`config.mk`:
```
export PLATFORM = sky130hd
export DESIGN_NAME = wasr_top
export DESIGN_NICKNAME = d
export VERILOG_FILES = /design/src/rtl/wasr_pkg.sv /design/src/rtl/wasr_top.sv
export SDC_FILE = /design/constraint.sdc
export NUM_CORES = 1
export LEC_CHECK = 0
export ABC_AREA = 1
export BUFFER_PORTS_ARGS = -buffer_cell sky130_fd_sc_hd__buf_4
export CAP_MARGIN = 0
export CORE_ASPECT_RATIO = 0.9
export CORE_UTILIZATION = 47
export CTS_CLUSTER_DIAMETER = 80
export CTS_CLUSTER_SIZE = 25
export DETAILED_ROUTE_END_ITERATION = 10
export PLACE_DENSITY = 0.74
export SLEW_MARGIN = 20
export SYNTH_ARGS = -nofsm -noshare
export SYNTH_HDL_FRONTEND = slang
export SYNTH_SLANG_ARGS = --single-unit
```
`constraint.sdc`:
```
create_clock -name clk -period 1.95 [get_ports clk]
set_clock_uncertainty 0.2 [all_clocks]
set_input_delay 0.195 -clock clk [delete_from_list [all_inputs] [get_ports clk]]
set_output_delay 0.195 -clock clk [all_outputs]
set_load 0.02 [all_outputs]
```
`src/rtl/wasr_pkg.sv`:
```
// Purpose: Constants and types for the waveform shutdown and restart block
// Assumes: AHB-Lite word registers, byte address is four times the index
// Notes:   Only the low eight data bits of each register are used
package wasr_pkg;
	// ==================================================================
	// Register indices
	localparam logic [13:0] IDX_CLOCK_SOURCE_SELECT    = 14'h0f3b;
	localparam logic [13:0] IDX_DATA_INPUT_SELECT      = 14'h0f3c;
	localparam logic [13:0] IDX_RISING_DEADBAND_COUNT  = 14'h0f3d;
	localparam logic [13:0] IDX_FALLING_DEADBAND_COUNT = 14'h0f3e;
	localparam logic [13:0] IDX_MAIN_CONTROL           = 14'h0f3f;
	localparam logic [13:0] IDX_POLARITY_AND_INPUT     = 14'h0f40;
	localparam logic [13:0] IDX_FAULT_CONTROL          = 14'h0f41;
	localparam logic [13:0] IDX_FAULT_SOURCE_ENABLES   = 14'h0f42;
	localparam logic [13:0] IDX_OUTPUT_STEERING        = 14'h0f43;

	// ==================================================================
	// Field positions
	localparam int POS_CS       = 0;
	localparam int POS_EN       = 7;
	localparam int POS_LOAD     = 6;
	localparam int POS_MODE     = 0;
	localparam int POS_IN       = 5;
	localparam int POS_POL      = 0;
	localparam int POS_SHUTDOWN = 7;
	localparam int POS_REN      = 6;
	localparam int POS_BD_LEVEL = 4;
	localparam int POS_AC_LEVEL = 2;
	localparam int POS_STR      = 0;
	localparam int POS_OVR      = 4;

	// ==================================================================
	// Reset values and encodings
	localparam logic [1:0] RST_OVERRIDE_LEVEL = 2'h1;
	localparam logic [1:0] LVL_HIGH           = 2'h3;
	localparam logic [1:0] LVL_LOW            = 2'h2;
	localparam logic [1:0] LVL_FLOAT          = 2'h1;
	// Fault inputs whose active level is high (three timer sources)
	localparam logic [7:0] FAULT_ACTIVE_HIGH  = 8'h0e;
	localparam logic [1:0] HTRANS_NONSEQ      = 2'h2;
	localparam logic       HRESP_OKAY         = 1'b0;

	// ==================================================================
	// Output sequencing states
	typedef enum logic [1:0] {
		ST_OFF,
		ST_SHUT,
		ST_WAIT,
		ST_RUN
	} wasr_state_t;
endpackage : wasr_pkg

```
`src/rtl/wasr_top.sv`:
```
// Purpose: Shutdown, override and restart logic of a four-output waveform unit
// Assumes: All inputs synchronous to clk; single AHB-Lite slave, zero wait states
// Notes:   Dead-band timing is not modelled; counts are stored and read back
//
// Register access over AHB-Lite was left to the implementer.
`timescale 1ns/1ps
module wasr_top
	import wasr_pkg::*;
(
	input  wire logic        clk,
	input  wire logic        rst_n,
	input  wire logic        hsel,
	input  wire logic [15:0] haddr,
	input  wire logic [1:0]  htrans,
	input  wire logic        hwrite,
	input  wire logic [2:0]  hsize,
	input  wire logic [31:0] hwdata,
	input  wire logic        hready,
	output logic      [31:0] hrdata,
	output logic             hreadyout,
	output logic             hresp,
	input  wire logic [15:0] data_sources,
	input  wire logic        data_src_alive,
	input  wire logic [7:0]  fault_in,
	output logic      [3:0]  out_level,
	output logic      [3:0]  out_oe,
	output logic             unit_irq_flag,
	output logic             keep_fast_osc
);
	// ==================================================================
	// Register state
	logic        clk_sel;
	logic [3:0]  data_source_field;
	logic [5:0]  rising_dead_count;
	logic [5:0]  falling_dead_count;
	logic        en;
	logic        deadband_load_bit;
	logic [2:0]  mode;
	logic [3:0]  output_polarity_bits;
	logic        sd;
	logic        ren;
	logic [1:0]  bd_override_level;
	logic [1:0]  ac_override_level;
	logic [7:0]  fault_source_enable;
	logic [3:0]  steer_enable_bits;
	logic [3:0]  steer_level_bits;
	wasr_state_t state;
	wasr_state_t next_state;
	logic        data_q;

	// ==================================================================
	// Bus address and data phase
	logic        dp_write;
	logic [13:0] dp_idx;
	wire         ap_take  = hsel && hready && (htrans == HTRANS_NONSEQ || htrans == 2'h3);
	wire         ap_align = (haddr[1:0] == 2'h0);
	wire [13:0]  ap_idx   = haddr[15:2];
	wire [7:0]   wdata    = hwdata[7:0];

	always_ff @(posedge clk or negedge rst_n) begin
		if (!rst_n) begin
			dp_write <= 1'b0;
			dp_idx   <= 14'h0000;
		end else begin
			dp_write <= ap_take && hwrite && ap_align;
			dp_idx   <= ap_idx;
		end
	end

	wire wr_clk  = dp_write && (dp_idx == IDX_CLOCK_SOURCE_SELECT);
	wire wr_dsel = dp_write && (dp_idx == IDX_DATA_INPUT_SELECT);
	wire wr_dbr  = dp_write && (dp_idx == IDX_RISING_DEADBAND_COUNT);
	wire wr_dbf  = dp_write && (dp_idx == IDX_FALLING_DEADBAND_COUNT);
	wire wr_main = dp_write && (dp_idx == IDX_MAIN_CONTROL);
	wire wr_pol  = dp_write && (dp_idx == IDX_POLARITY_AND_INPUT);
	wire wr_fc   = dp_write && (dp_idx == IDX_FAULT_CONTROL);
	wire wr_fse  = dp_write && (dp_idx == IDX_FAULT_SOURCE_ENABLES);
	wire wr_str  = dp_write && (dp_idx == IDX_OUTPUT_STEERING);

	// ==================================================================
	// Data input selection and edge
	wire data_sel  = data_sources[data_source_field];
	wire data_rise = data_sel && !data_q;

	// ==================================================================
	// Fault detection
	// fault level mapping
	wire [7:0] fault_level  = fault_in ^ ~FAULT_ACTIVE_HIGH;
	wire [7:0] fault_active = fault_level & fault_source_enable;
	wire       any_fault    = |fault_active;

	// ==================================================================
	// Shutdown status bit
	wire next_en   = wr_main ? wdata[POS_EN] : en;
	wire start_set = wr_main && wdata[POS_EN] && !en;
	wire hw_set    = en && any_fault;
	wire sw_set    = wr_fc && wdata[POS_SHUTDOWN];
	wire sw_clr    = wr_fc && !wdata[POS_SHUTDOWN] && !any_fault;
	wire auto_clr  = ren && sd && !any_fault;
	wire sd_set    = hw_set || sw_set || start_set;
	wire next_sd   = sd_set ? 1'b1 : ((sw_clr || auto_clr) ? 1'b0 : sd);
	wire shut_now  = next_en && next_sd;

	always_ff @(posedge clk or negedge rst_n) begin
		if (!rst_n) begin
			sd <= 1'b0;
		end else begin
			sd <= next_sd;
		end
	end

	always_ff @(posedge clk or negedge rst_n) begin
		if (!rst_n) begin
			unit_irq_flag <= 1'b0;
		end else begin
			unit_irq_flag <= next_sd && !sd;
		end
	end

	// ==================================================================
	// Control registers
	always_ff @(posedge clk or negedge rst_n) begin
		if (!rst_n) begin
			clk_sel            <= 1'b0;
			data_source_field  <= 4'h0;
			rising_dead_count  <= 6'h00;
			falling_dead_count <= 6'h00;
			en                 <= 1'b0;
			mode               <= 3'h0;
		end else begin
			if (wr_clk) clk_sel <= wdata[POS_CS];
			if (wr_dsel) data_source_field <= wdata[3:0];
			if (wr_dbr) rising_dead_count <= wdata[5:0];
			if (wr_dbf) falling_dead_count <= wdata[5:0];
			en <= next_en;
			if (wr_main) mode <= wdata[POS_MODE +: 3];
		end
	end

	// Load request only sticks once the unit is already on
	wire next_ld = wr_main ? (wdata[POS_LOAD] && en) : (deadband_load_bit && !data_rise);

	always_ff @(posedge clk or negedge rst_n) begin
		if (!rst_n) begin
			deadband_load_bit    <= 1'b0;
			output_polarity_bits <= 4'h0;
			ren                  <= 1'b0;
			bd_override_level    <= RST_OVERRIDE_LEVEL;
			ac_override_level    <= RST_OVERRIDE_LEVEL;
			fault_source_enable  <= 8'h00;
			steer_enable_bits    <= 4'h0;
			steer_level_bits     <= 4'h0;
		end else begin
			deadband_load_bit <= next_ld;
			if (wr_pol) output_polarity_bits <= wdata[POS_POL +: 4];
			if (wr_fc) begin
				ren               <= wdata[POS_REN];
				bd_override_level <= wdata[POS_BD_LEVEL +: 2];
				ac_override_level <= wdata[POS_AC_LEVEL +: 2];
			end
			if (wr_fse) fault_source_enable <= wdata;
			if (wr_str) begin
				steer_enable_bits <= wdata[POS_STR +: 4];
				steer_level_bits  <= wdata[POS_OVR +: 4];
			end
		end
	end

	// ==================================================================
	// Read data, sampled in the address phase
	logic [7:0] rd_byte;
	always_comb begin
		rd_byte = 8'h00;
		if (ap_idx == IDX_CLOCK_SOURCE_SELECT) begin
			rd_byte = {7'h00, clk_sel};
		end else if (ap_idx == IDX_DATA_INPUT_SELECT) begin
			rd_byte = {4'h0, data_source_field};
		end else if (ap_idx == IDX_RISING_DEADBAND_COUNT) begin
			rd_byte = {2'h0, rising_dead_count};
		end else if (ap_idx == IDX_FALLING_DEADBAND_COUNT) begin
			rd_byte = {2'h0, falling_dead_count};
		end else if (ap_idx == IDX_MAIN_CONTROL) begin
			rd_byte = {en, deadband_load_bit, 3'h0, mode};
		end else if (ap_idx == IDX_POLARITY_AND_INPUT) begin
			rd_byte = {2'h0, data_sel, 1'b0, output_polarity_bits};
		end else if (ap_idx == IDX_FAULT_CONTROL) begin
			rd_byte = {sd, ren, bd_override_level, ac_override_level, 2'h0};
		end else if (ap_idx == IDX_FAULT_SOURCE_ENABLES) begin
			rd_byte = fault_source_enable;
		end else if (ap_idx == IDX_OUTPUT_STEERING) begin
			rd_byte = {steer_level_bits, steer_enable_bits};
		end
	end

	always_ff @(posedge clk or negedge rst_n) begin
		if (!rst_n) begin
			hrdata    <= 32'h0000_0000;
			hreadyout <= 1'b1;
			hresp     <= HRESP_OKAY;
		end else begin
			if (ap_take && !hwrite) hrdata <= (ap_align ? {24'h00_0000, rd_byte} : 32'h0000_0000);
			hreadyout <= 1'b1;
			hresp     <= HRESP_OKAY;
		end
	end

	// ==================================================================
	// Output sequencing
	always_comb begin
		next_state = state;
		if (!next_en) begin
			next_state = ST_OFF;
		end else if (shut_now) begin
			next_state = ST_SHUT;
		end else begin
			case (state)
				ST_OFF:  next_state = ST_WAIT;
				ST_SHUT: next_state = ST_WAIT;
				ST_WAIT: next_state = data_rise ? ST_RUN : ST_WAIT;
				ST_RUN:  next_state = ST_RUN;
				default: next_state = ST_OFF;
			endcase
		end
	end

	always_ff @(posedge clk or negedge rst_n) begin
		if (!rst_n) begin
			state  <= ST_OFF;
			data_q <= 1'b0;
		end else begin
			state  <= next_state;
			data_q <= data_sel;
		end
	end

	// ==================================================================
	// Per output level and enable
	logic [3:0] next_level;
	logic [3:0] next_oe;
	logic [3:0] ovr_level;
	logic [3:0] ovr_oe;
	logic [3:0] wave;

	genvar g;
	generate
		for (g = 0; g < 4; g++) begin : g_out
			wire [1:0] fld = (g % 2 == 1) ? bd_override_level : ac_override_level;
			assign ovr_level[g] = (fld == LVL_HIGH) ? 1'b1 :
				((fld == LVL_LOW || fld == LVL_FLOAT) ? 1'b0 : output_polarity_bits[g]);
			assign ovr_oe[g]    = (fld != LVL_FLOAT);
			wire norm = ((g % 2 == 1) ? !data_sel : data_sel) ^ output_polarity_bits[g];
			wire stv  = steer_enable_bits[g] ? (data_sel ^ output_polarity_bits[g])
				: steer_level_bits[g];
			assign wave[g] = (mode[2:1] == 2'h0) ? stv : norm;
		end
	endgenerate

	always_comb begin
		next_level = 4'h0;
		next_oe    = 4'h0;
		case (next_state)
			ST_SHUT: begin
				next_level = ovr_level;
				next_oe    = ovr_oe;
			end
			ST_WAIT: begin
				next_level = ovr_level;
				next_oe    = ovr_oe;
			end
			ST_RUN: begin
				next_level = wave;
				next_oe    = 4'hf;
			end
			default: begin
				next_level = 4'h0;
				next_oe    = 4'h0;
			end
		endcase
	end

	always_ff @(posedge clk or negedge rst_n) begin
		if (!rst_n) begin
			out_level     <= 4'h0;
			out_oe        <= 4'h0;
			keep_fast_osc <= 1'b0;
		end else begin
			out_level     <= next_level;
			out_oe        <= next_oe;
			keep_fast_osc <= next_en && clk_sel && data_src_alive;
		end
	end

	// ==================================================================
	// Checks
	property p_sw_set;
		@(posedge clk) disable iff (!rst_n)
		wr_fc && wdata[POS_SHUTDOWN] |=> sd && unit_irq_flag == !$past(sd);
	endproperty
	a_sw_set: assert property (p_sw_set) else $error("software set missed");

	property p_fault_set;
		@(posedge clk) disable iff (!rst_n)
		en && any_fault |=> sd;
	endproperty
	a_fault_set: assert property (p_fault_set) else $error("fault did not set");

	property p_hold;
		@(posedge clk) disable iff (!rst_n)
		!ren && sd && !(wr_fc && !wdata[POS_SHUTDOWN]) |=> sd;
	endproperty
	a_hold: assert property (p_hold) else $error("shutdown dropped");

	property p_auto_clr;
		@(posedge clk) disable iff (!rst_n)
		ren && sd && !any_fault && !sw_set && !start_set && !hw_set |=> !sd;
	endproperty
	a_auto_clr: assert property (p_auto_clr) else $error("auto clear missed");

	property p_override;
		@(posedge clk) disable iff (!rst_n)
		en && any_fault && !(wr_main && !wdata[POS_EN])
		|=> out_level == $past(ovr_level) && out_oe == $past(ovr_oe);
	endproperty
	a_override: assert property (p_override) else $error("override late");

	property p_level_hold;
		@(posedge clk) disable iff (!rst_n)
		(sd && any_fault) ##1 any_fault |-> sd [*2];
	endproperty
	a_level_hold: assert property (p_level_hold) else $error("fault level lost");

	property p_float;
		@(posedge clk) disable iff (!rst_n)
		shut_now && bd_override_level == LVL_FLOAT |=> !out_oe[1] && !out_oe[3];
	endproperty
	a_float: assert property (p_float) else $error("float code wrong");

	property p_irq;
		@(posedge clk) disable iff (!rst_n)
		unit_irq_flag |-> sd && !$past(sd);
	endproperty
	a_irq: assert property (p_irq) else $error("stray interrupt");

	property p_no_clr;
		@(posedge clk) disable iff (!rst_n)
		wr_fc && !wdata[POS_SHUTDOWN] && en && any_fault |=> sd;
	endproperty
	a_no_clr: assert property (p_no_clr) else $error("clear not ignored");

	property p_start;
		@(posedge clk) disable iff (!rst_n)
		$rose(en) |-> sd && state == ST_SHUT;
	endproperty
	a_start: assert property (p_start) else $error("not started shut");

	property p_wait_edge;
		@(posedge clk) disable iff (!rst_n)
		state == ST_WAIT && next_en && !shut_now && !data_rise |=> state == ST_WAIT;
	endproperty
	a_wait_edge: assert property (p_wait_edge) else $error("resumed early");
endmodule : wasr_top

```
======== Yosys cells after proc, flatten, opt, wreduce, memory -nomap -nowiden ========
Cells that the tools add are included.
cells by class
  $add $sub $neg .......................... 0
  multiply operators ...................... 0
  div/mod/pow operators ................... 0
  magnitude comparators ................... 1
  equality and inequality tests ........... 34
  shifts and indexed selects .............. 0
  multiplexer cells ....................... 38
  bitwise operators ....................... 8
  reduce and logical (&&, ||, !) cells .... 49
operators with widths
  cell                                                        count
  == test 14 x 12 -> 1 bit, second input constant             18
  2-to-1 mux 8 bit                                            10
  logical AND 1 bit                                           29
  2-to-1 mux 1 bit                                            22
  == test 2 bit, second input constant                        10
  one-hot mux 4 bit (2 select lines)                          2
  bitwise AND 8 bit                                           1
  == test 2 x 1 -> 1 bit, second input constant               4
  zero test 1 bit                                             8
  OR reduction 8 bit                                          1
  zero test 2 bit                                             3
  logical OR 1 bit                                            6
  one-hot mux 2 bit (3 select lines)                          1
  bitwise XOR 1 bit                                           6
  less-than comparator 4 x 5 -> 1 bit, second input constant  1
  NOT 5 bit                                                   1
  binary-select mux 1 bit (select 4 bit)                      1
  2-to-1 mux 2 bit                                            2
  inequality test 2 x 1 -> 1 bit, second input constant       2
  OR reduction 2 bit                                          2
word-level totals
  bits in registers ....................... 108
  bits in latches ......................... 0
  bits in writable memories ............... 0
  ROM bits ................................ 0
  bits of input ports ..................... 83
  output and inout port bits .............. 44
  logic and storage cells ................. 154
  memories ................................ 0

======== Depth between registers and ports, before layout ========
Gate-level depths: netlist of run 1.
  word-level depth ........................ 14
  mapped depth ............................ 17
  depth with buffers taken out ............ 16

======== Least setup slack after synthesis of run 1 ========
Ideal clock, no wire load.
  kind .................................... register -> register
  start point ............................. register dp_idx[11]
  end point ............................... register out_level[0]
  setup time .............................. 0.077 ns
  arrival time ............................ 1.860 ns
  data required time ...................... 1.673 ns
  setup slack ............................. -0.188 ns
  cell stages (with the launch flop) ...... 15
  buffers on the path ..................... 0
  cells stage by stage .................... dfrtp_1 nand4_1 nor3_4 nand2_2 nor2_2 nand2_1 nor2_1 nor2_1 nand2_2 a21oi_1 nor2_1 ha_1 o21ai_0 o21bai_1 a21oi_1
between the ends
  longest elaborated chain between the ends .. 13
RTL lines
  item                                                            line             source
  from (decl)                                                     wasr_top.sv:54   logic [13:0] dp_idx;
  from (signal assigned)                                          wasr_top.sv:66   dp_idx <= ap_idx;
  == test 14 x 12 -> 1 bit                                        wasr_top.sv:76   wire wr_fc = dp_write && (dp_idx == IDX_FAULT_CONTROL);
  logical AND 1 bit                                               wasr_top.sv:76
  logical AND 1 bit (2 in series)                                 wasr_top.sv:98   wire sw_clr = wr_fc && !wdata[POS_SHUTDOWN] && !any_fault;
  logical OR 1 bit                                                wasr_top.sv:101  wire next_sd = sd_set ? 1'b1 : ((sw_clr || auto_clr) ? 1'b0 : sd);
  2-to-1 mux 1 bit                                                wasr_top.sv:101
  2-to-1 mux 1 bit *                                              wasr_top.sv:101
  named net next_sd                                               wasr_top.sv:101
  logical AND 1 bit *                                             wasr_top.sv:102  wire shut_now = next_en && next_sd;
  2-to-1 mux 2 bit *                                              wasr_top.sv:213  end else if (shut_now) begin
  2-to-1 mux 2 bit *                                              wasr_top.sv:211  if (!next_en) begin
  named net next_state[0]                                         wasr_top.sv:48   wasr_state_t next_state;
  == test 2 bit / == test 2 x 1 -> 1 bit (equally long branches)  wasr_top.sv:261  case (next_state)
  OR reduction 2 bit (no source line)                             n/a
  one-hot mux 4 bit (2 select lines) *                            wasr_top.sv:261
  named net next_level[0]                                         wasr_top.sv:238  logic [3:0] next_level;
  to (signal assigned)                                            wasr_top.sv:287  out_level <= next_level;
  to (decl)                                                       wasr_top.sv:25   output logic [3:0] out_level,
The timed path passes the listed nets; every way through them passes the cells marked *.
A chain may end at the register's enable or synchronous reset.

======== Worst setup path after layout of run 1 ========
  start point ............................. register dp_idx[7]
  end point ............................... register out_level[0]
The elaborated chain is that of the path after synthesis.

==> results of run 1 <==
-- state kept, by name (all words and copies together), names as in the netlist, 6 cells and up --
register	count
fault_source_enable	8
rising_dead_count	6
falling_dead_count	6
hrdata	8
dp_idx	14
-- Yosys cell counts (7+ instances only) --
cell type	instances
a21oi_1	17
buf_4	28
dfrtp_1	80
inv_1	66
inv_2	9
nand2_1	166
nand2_2	8
nand3_1	49
nor2_1	37
nor3_1	7
o21ai_0	54
-- cell families (layout without fill, tap and decap cells) --
logic type | count (synthesis) | after routing
AOI/OAI and AO/OA | 83 | 83
adders and majority gates | 5 | 5
buffers and inverters | 111 | 262
DFF | 82 | 82
other | 2 | 26
and+or+nand+nor | 297 | 297
-- routing by layer --
| layer | GRT usage, % | vias up | share of wire, % |
|---|---|---|---|
| met2 | 44.2 | 223 | 47 |
| met4 | 11.3 | 0 | 3.3 |
| met3 | 5.24 | 48 | 8.8 |
| li1 | - | 2141 | - |
| met1 | 35.2 | 2117 | 41 |
| met5 | 0 | - | 0 |
-- worst paths after layout --
path                                end  slack, ns
setup / recovery           out_level[0]      -0.43
setup reg to reg           out_level[0]      -0.43
max in group asynchronous     dp_idx[4]       0.77
min in group asynchronous     out_oe[2]       0.11
hold / removal                dp_idx[5]     -0.001
hold reg to reg               hrdata[4]       0.28
-- cells in the final DEF (no fill, tap or decap), types with 5 or more instances in the layout --
cell,n
nor2_4,7
nand3_1,40
dfrtp_1,79
nand3_2,10
nand4_1,5
a21oi_2,6
nor2_1,27
conb_1,26
o21ai_0,49
clkbuf_8,10
inv_2,9
o21ai_1,5
buf_4,127
buf_6,13
nand2_2,21
nor2_2,10
nor3_2,7
nand2_1,152
inv_1,65
dlygate4sd3_1,26
a21oi_1,11
-- layout make-up --
| cell class | instances | area (sq um) |
|---|---|---|
| fill | 729 | 2830 |
| timing repair buffer | 169 | 1410 |
| inverter | 77 | 297 |
| sequential | 82 | 2060 |
| multi-input combinational | 411 | 2210 |
| clock inverter | 5 | 61.3 |
| tap | 122 | 153 |
| clock buffer | 11 | 141 |
-- worst reg2reg max path: cells and delay by family (launching register included) --
kind	cells	cell delay, ns
simple gates	10	1.12
fa+ha+maj	1	0.17
compound gates	4	0.39
flops	1	0.41
-- power by group --
part | internal [mW] | switching, mW | leakage (nW) | total, mW
combinational | 0.171 | 0.223 | 2.42 | 0.394
clock | 0.631 | 0.634 | 0.0922 | 1.26
sequential | 1.72 | 0.0118 | 0.839 | 1.73
-- what timing repair did --
action / 4_1_cts / 5_1_grt
buffers inserted: 16 / 18
resized for setup: 14 / 70
setup endpoints to repair: 7 / 29
gates cloned: 0 / 0
endpoints found under the hold margin: 96 / 0
pin swaps: 8 / 32
hold buffers: 27 / 0
==> out/results.ini, run 1 <==
[synthesis]
synth_top_area_share_pct=44.7
synth_cell_types=39
yosysSeqAreaShare_pct=45.9
yosys_warnings=0
synth_compound_area_share_pct=9.89
synth_async_sr_flop_share_pct=100
synth-simple-area-share_pct=30.5
synth_xor_area_share_pct=0
syn_area_sq_um=4480
synth_edf_count=0
muxShareOfSynthArea_pct=0
synth_top_cell_by_area=dfrtp_1
synth_top_family_by_area=simple AND/OR/NAND/NOR gates
synth.area.top_cells=dfrtp_1 (45%), nand2_1 (14%), o21ai_0 (6.0%)
yosys_register_bits=82
synthFlopType=dfrtp_1
synth_fa_ha_area_share_pct=1.40
syn_inst=580
syn_avg_cell_area_sq_um=7.72

[critical_path]
cp_max_fo=5
crit_buf_inv=0
crit_slowest_cell=dfrtp_1
worstReg2RegStart=dp_idx[7]
cp_cell_sequence=nor2_2 > nand3_2 > nor3_2 > nand2_2 > nor2_4 > nand2_2 > nor2_2 > nor2_2 > nand2_4 > a21oi_4 > nor2_4 > ha_4 > o21ai_1 > o21bai_1 > a21oi_1
crit_path_end_kind=register
worstPathRequired_ns=2.04
cpLargestDelayFamily=simple AND/OR/NAND/NOR gates
path_class=reg -> reg
startpoint_type=register
reg2regPathDepth=15
cp.depth=15
setup.worst_path.start=dp_idx[7]
max_stage_delay_ns=0.41
cp_common_cell=nor2_2
critical_path_arrival_ns=2.47

[layout]
nets=838
finish.utilization_pct=69.1
final_cell_area_sq_um=6330
final_cells=877
diodes=0
area_delta_synth_final_pct=41.5
drive_above_1_share_pct=33.2

[drt]
drtIter0Drc=448
viasPerCell=5.16
antenna_left=0
vias=4529
dr.pass1.iters=5
route.detailed.drc=0
wl_per_cell_microns=15.4
wl_microns=13500

[pwr]
power_mw=3.39
pwr_density_cell_nw_per_um2=535
max-vdd-ir-drop_uv=397
p_leak_nw=3.35

[run]
drv_cap=0

[clock_network]
cts_tree=yes
root_buffer=clkbuf_8
path_clk_slew_ns=0.08
insertion_delay_ns=0.37
cts_buffer_depth=2
htreeDepth=3
cts_made_buffers=9
cts.sinks=82

[global_route]
grt_max_degree=34
grt_pass1_wl_microns=20300
grt_pass1_vias=4180
antenna_found_initial=0
track_usage_pct=26.9
grt_overflow=0

[min_path]
hp-start=haddr[7]
hold_depth=1
hp-class=in -> reg

[placed_design]
hpwlAfterDp_microns=9260
port_buffers=72
place_congestion=0.966
pre_cts_ws_ns=-0.444
placed_area_sq_um=5400
numPlacedInstances=812

[die]
dieArea_sq_um=9920
die_h_microns=94.6
die_x_microns=105
start_util_pct=48.9
fp-row-count=33
num_io_pins=127
core_area_sq_um=9170

[sta]
fin_crit_sh_pct=122
tns_ns=-3.01
holdWs_ns=-0.00139
fin_crit_ns=2.38
hold_viol_final=1
drv_slew=0
timing.fmax_mhz=421
rsz0062_at_grt=true
setup-violations-final=9
fin_ws_ns=-0.425

[outcome]
status=finished with violations
violations=negative hold slack, negative setup slack

Power figures use the tool's default switching activity.
==> run 2: changes to the inputs <==
--- a/config.mk
+++ b/config.mk
@@ -9,11 +9,12 @@
 export BUFFER_PORTS_ARGS = -buffer_cell sky130_fd_sc_hd__buf_4
 export CAP_MARGIN = 0
 export CORE_ASPECT_RATIO = 0.9
-export CORE_UTILIZATION = 47
+export CORE_UTILIZATION = 49
+export CTS_BUF_LIST = sky130_fd_sc_hd__clkbuf_8
 export CTS_CLUSTER_DIAMETER = 80
 export CTS_CLUSTER_SIZE = 25
 export DETAILED_ROUTE_END_ITERATION = 10
-export PLACE_DENSITY = 0.74
+export PLACE_DENSITY = 0.77
 export SLEW_MARGIN = 20
 export SYNTH_ARGS = -nofsm -noshare
 export SYNTH_HDL_FRONTEND = slang
==> run 2 against run 1 <==
  * The flow finishes with violations (negative setup slack)
  * Power shrank 0.53%
  * Worst setup slack gained 0.033 ns
  * Sequential power is essentially flat
  * Final area shrank 2.1%
  * Combinational power shrank 7.4%
  * Core utilization grew 1.9 points
  * Cell count shrank 1.3%
  * Non-clock buffer count shrank 8
  * Wire length shrank 5.6%
  * Register-to-register slack gained 0.03 ns
  * Largest cell class unchanged
==> out/results.ini, run 2 (synthesized netlist as in run 1, its figures left out) <==
[outcome]
status=finished with violations
violations=negative setup slack

[clock_network]
htreeDepth=3
cts_buffer_depth=2
cts.sinks=82
insertion_delay_ns=0.37
cts_tree=yes
root_buffer=clkbuf_8
cts_made_buffers=9
path_clk_slew_ns=0.09

[drt]
viasPerCell=5.08
route.detailed.drc=0
drtIter0Drc=251
dr.pass1.iters=6
wl_microns=12700
antenna_left=0
vias=4401
wl_per_cell_microns=14.7

[sta]
worst_pin_slew_ns=0.503
fin_ws_ns=-0.392
setup-violations-final=15
tns_ns=-2.92
hold_viol_final=0
fin_crit_sh_pct=120
fin_crit_ns=2.34
drv_slew=0
relSlewSlack_pct=66.5
timing.fmax_mhz=427
holdWs_ns=0.0328
rsz0062_at_grt=true

[pwr]
power.internal_mw=2.50
p_clk_share_pct=37.9
p_seq_share_pct=51.3
power_frac_comb_pct=10.8
p_switching_mw=0.868
pwr_density_cell_nw_per_um2=543
max-vdd-ir-drop_uv=375
p_leak_nw=3.34
p_sw_share_pct=25.8

[layout]
regMostFlops=dp_idx
final_common_cell=nand2_1
nFillCells=689
mostFrequentLayoutCells=nand2_1 (157), buf_4 (118), dfrtp_1 (79)
area_delta_synth_final_pct=38.5
nets=830
top_regs=dp_idx (14), fault_source_enable (8), hrdata (8)
drive_above_1_share_pct=30.3
diodes=0
final_cells=866
largest_reg_flops=14
finish.utilization_pct=71.0

[critical_path]
worstPathRequired_ns=2.05
path_class=reg -> reg
cp_max_fo=6
crit_path_end_kind=register
r2r_slack_ns=-0.39
startpoint_type=register
critical_path_arrival_ns=2.44

[global_route]
track_usage_pct=27.1
grt_pass1_vias=3962
antenna_found_initial=0
grt_pass1_wl_microns=19000
grt_overflow=0
grt_max_degree=45

[placed_design]
hpwlAfterDp_microns=8810
port_buffers=72
place_congestion=0.957
numPlacedInstances=798

[die]
dieArea_sq_um=9530
num_io_pins=127
start_util_pct=51.3
die_h_microns=92.7
fp-row-count=32
core_area_sq_um=8730
die_x_microns=103

[min_path]
hp-class=in -> reg

[run]
drv_cap=0

-- run 2: changes by cell type in the layout (fill, tap and decap cells not counted), moves of 3 or more --
cell     previous run  this run
nor3_1              2         7
nand3_1            40        43
nand2_1           152       157
o21ai_1             5         9
o21ai_0            49        45
nor3_2              7         2
buf_4             127       118
nand2_2            21        16
-- run 2: metrics by stage --
stage | setup slack [ns] | total power [mW] | instance area, sq um
floorplan | -0.188 | 1.92 | 4570
global placement | -0.324 | 2.06 | 5300
detailed placement | -0.417 | 2.06 | 5300
CTS | -0.288 | 3.36 | 5860
global route | -0.548 | 3.50 | 6200
finish | -0.392 | 3.37 | 6200
-- run 2: layer usage --
| layer | track usage, % | vias to the layer above | share of wire, % |
|---|---|---|---|
| met2 | 42.7 | 219 | 46 |
| met4 | 11.0 | 0 | 2.9 |
| met1 | 36.9 | 2032 | 43 |
| li1 | - | 2120 | - |
| met5 | 0 | - | 0 |
| met3 | 4.91 | 30 | 7.6 |
-- run 2: timing repair --
item | 4_1_cts | 5_1_grt
hold buffers | 27 | 3
setup endpoints to repair | 7 | 27
resized for setup | 18 | 58
buffers inserted | 6 | 18
hold endpoints to repair | 68 | 3
cloned | 0 | 0
pin swaps | 10 | 21
-- run 2: power by group through the flow --
stage | registers (mW) | clock network, mW | logic [mW]
detailed placement | 1.76 | 0 | 0.301
finish | 1.73 | 1.28 | 0.365
global route | 1.73 | 1.37 | 0.400
floorplan | 1.76 | 0 | 0.162
CTS | 1.73 | 1.29 | 0.344
global placement | 1.76 | 0 | 0.296
-- run 2: worst max-delay path: stages, from the launching register on --
cell      delay, ns
dfrtp_1        0.39
nor2_1         0.12
nand3b_1       0.15
nor2_2         0.15
nand3_2        0.12
nand2_1        0.11
nand2_1        0.07
nand2_1        0.09
nand2_2        0.10
a21oi_2        0.15
nor2_2         0.07
ha_4           0.31
o21ai_1        0.08
a21oi_1        0.15
-- run 2: path summary, 6_finish.rpt --
check / startpoint / depth (start not counted) / to
max: dp_idx[4] / 13 / out_level[0]
min: hwdata[5] / 3 / falling_dead_count[5]
max reg2reg: dp_idx[4] / 13 / out_level[0]
min reg2reg: hrdata[5] / 2 / hrdata[5]
max in group asynchronous: rst_n / 3 / data_source_field[0]
min in group asynchronous: rst_n / 2 / out_level[0]
-- run 2: final cells by class --
type                       count  area [sq um]  area share, %
sequential                    82          2060           33.2
clock inverter                 6          66.3           1.07
timing repair buffer         161          1350           21.8
tap                          119           149           2.40
inverter                      77           299           4.82
multi-input combinational    411          2140           34.5
clock buffer                  10           138           2.22
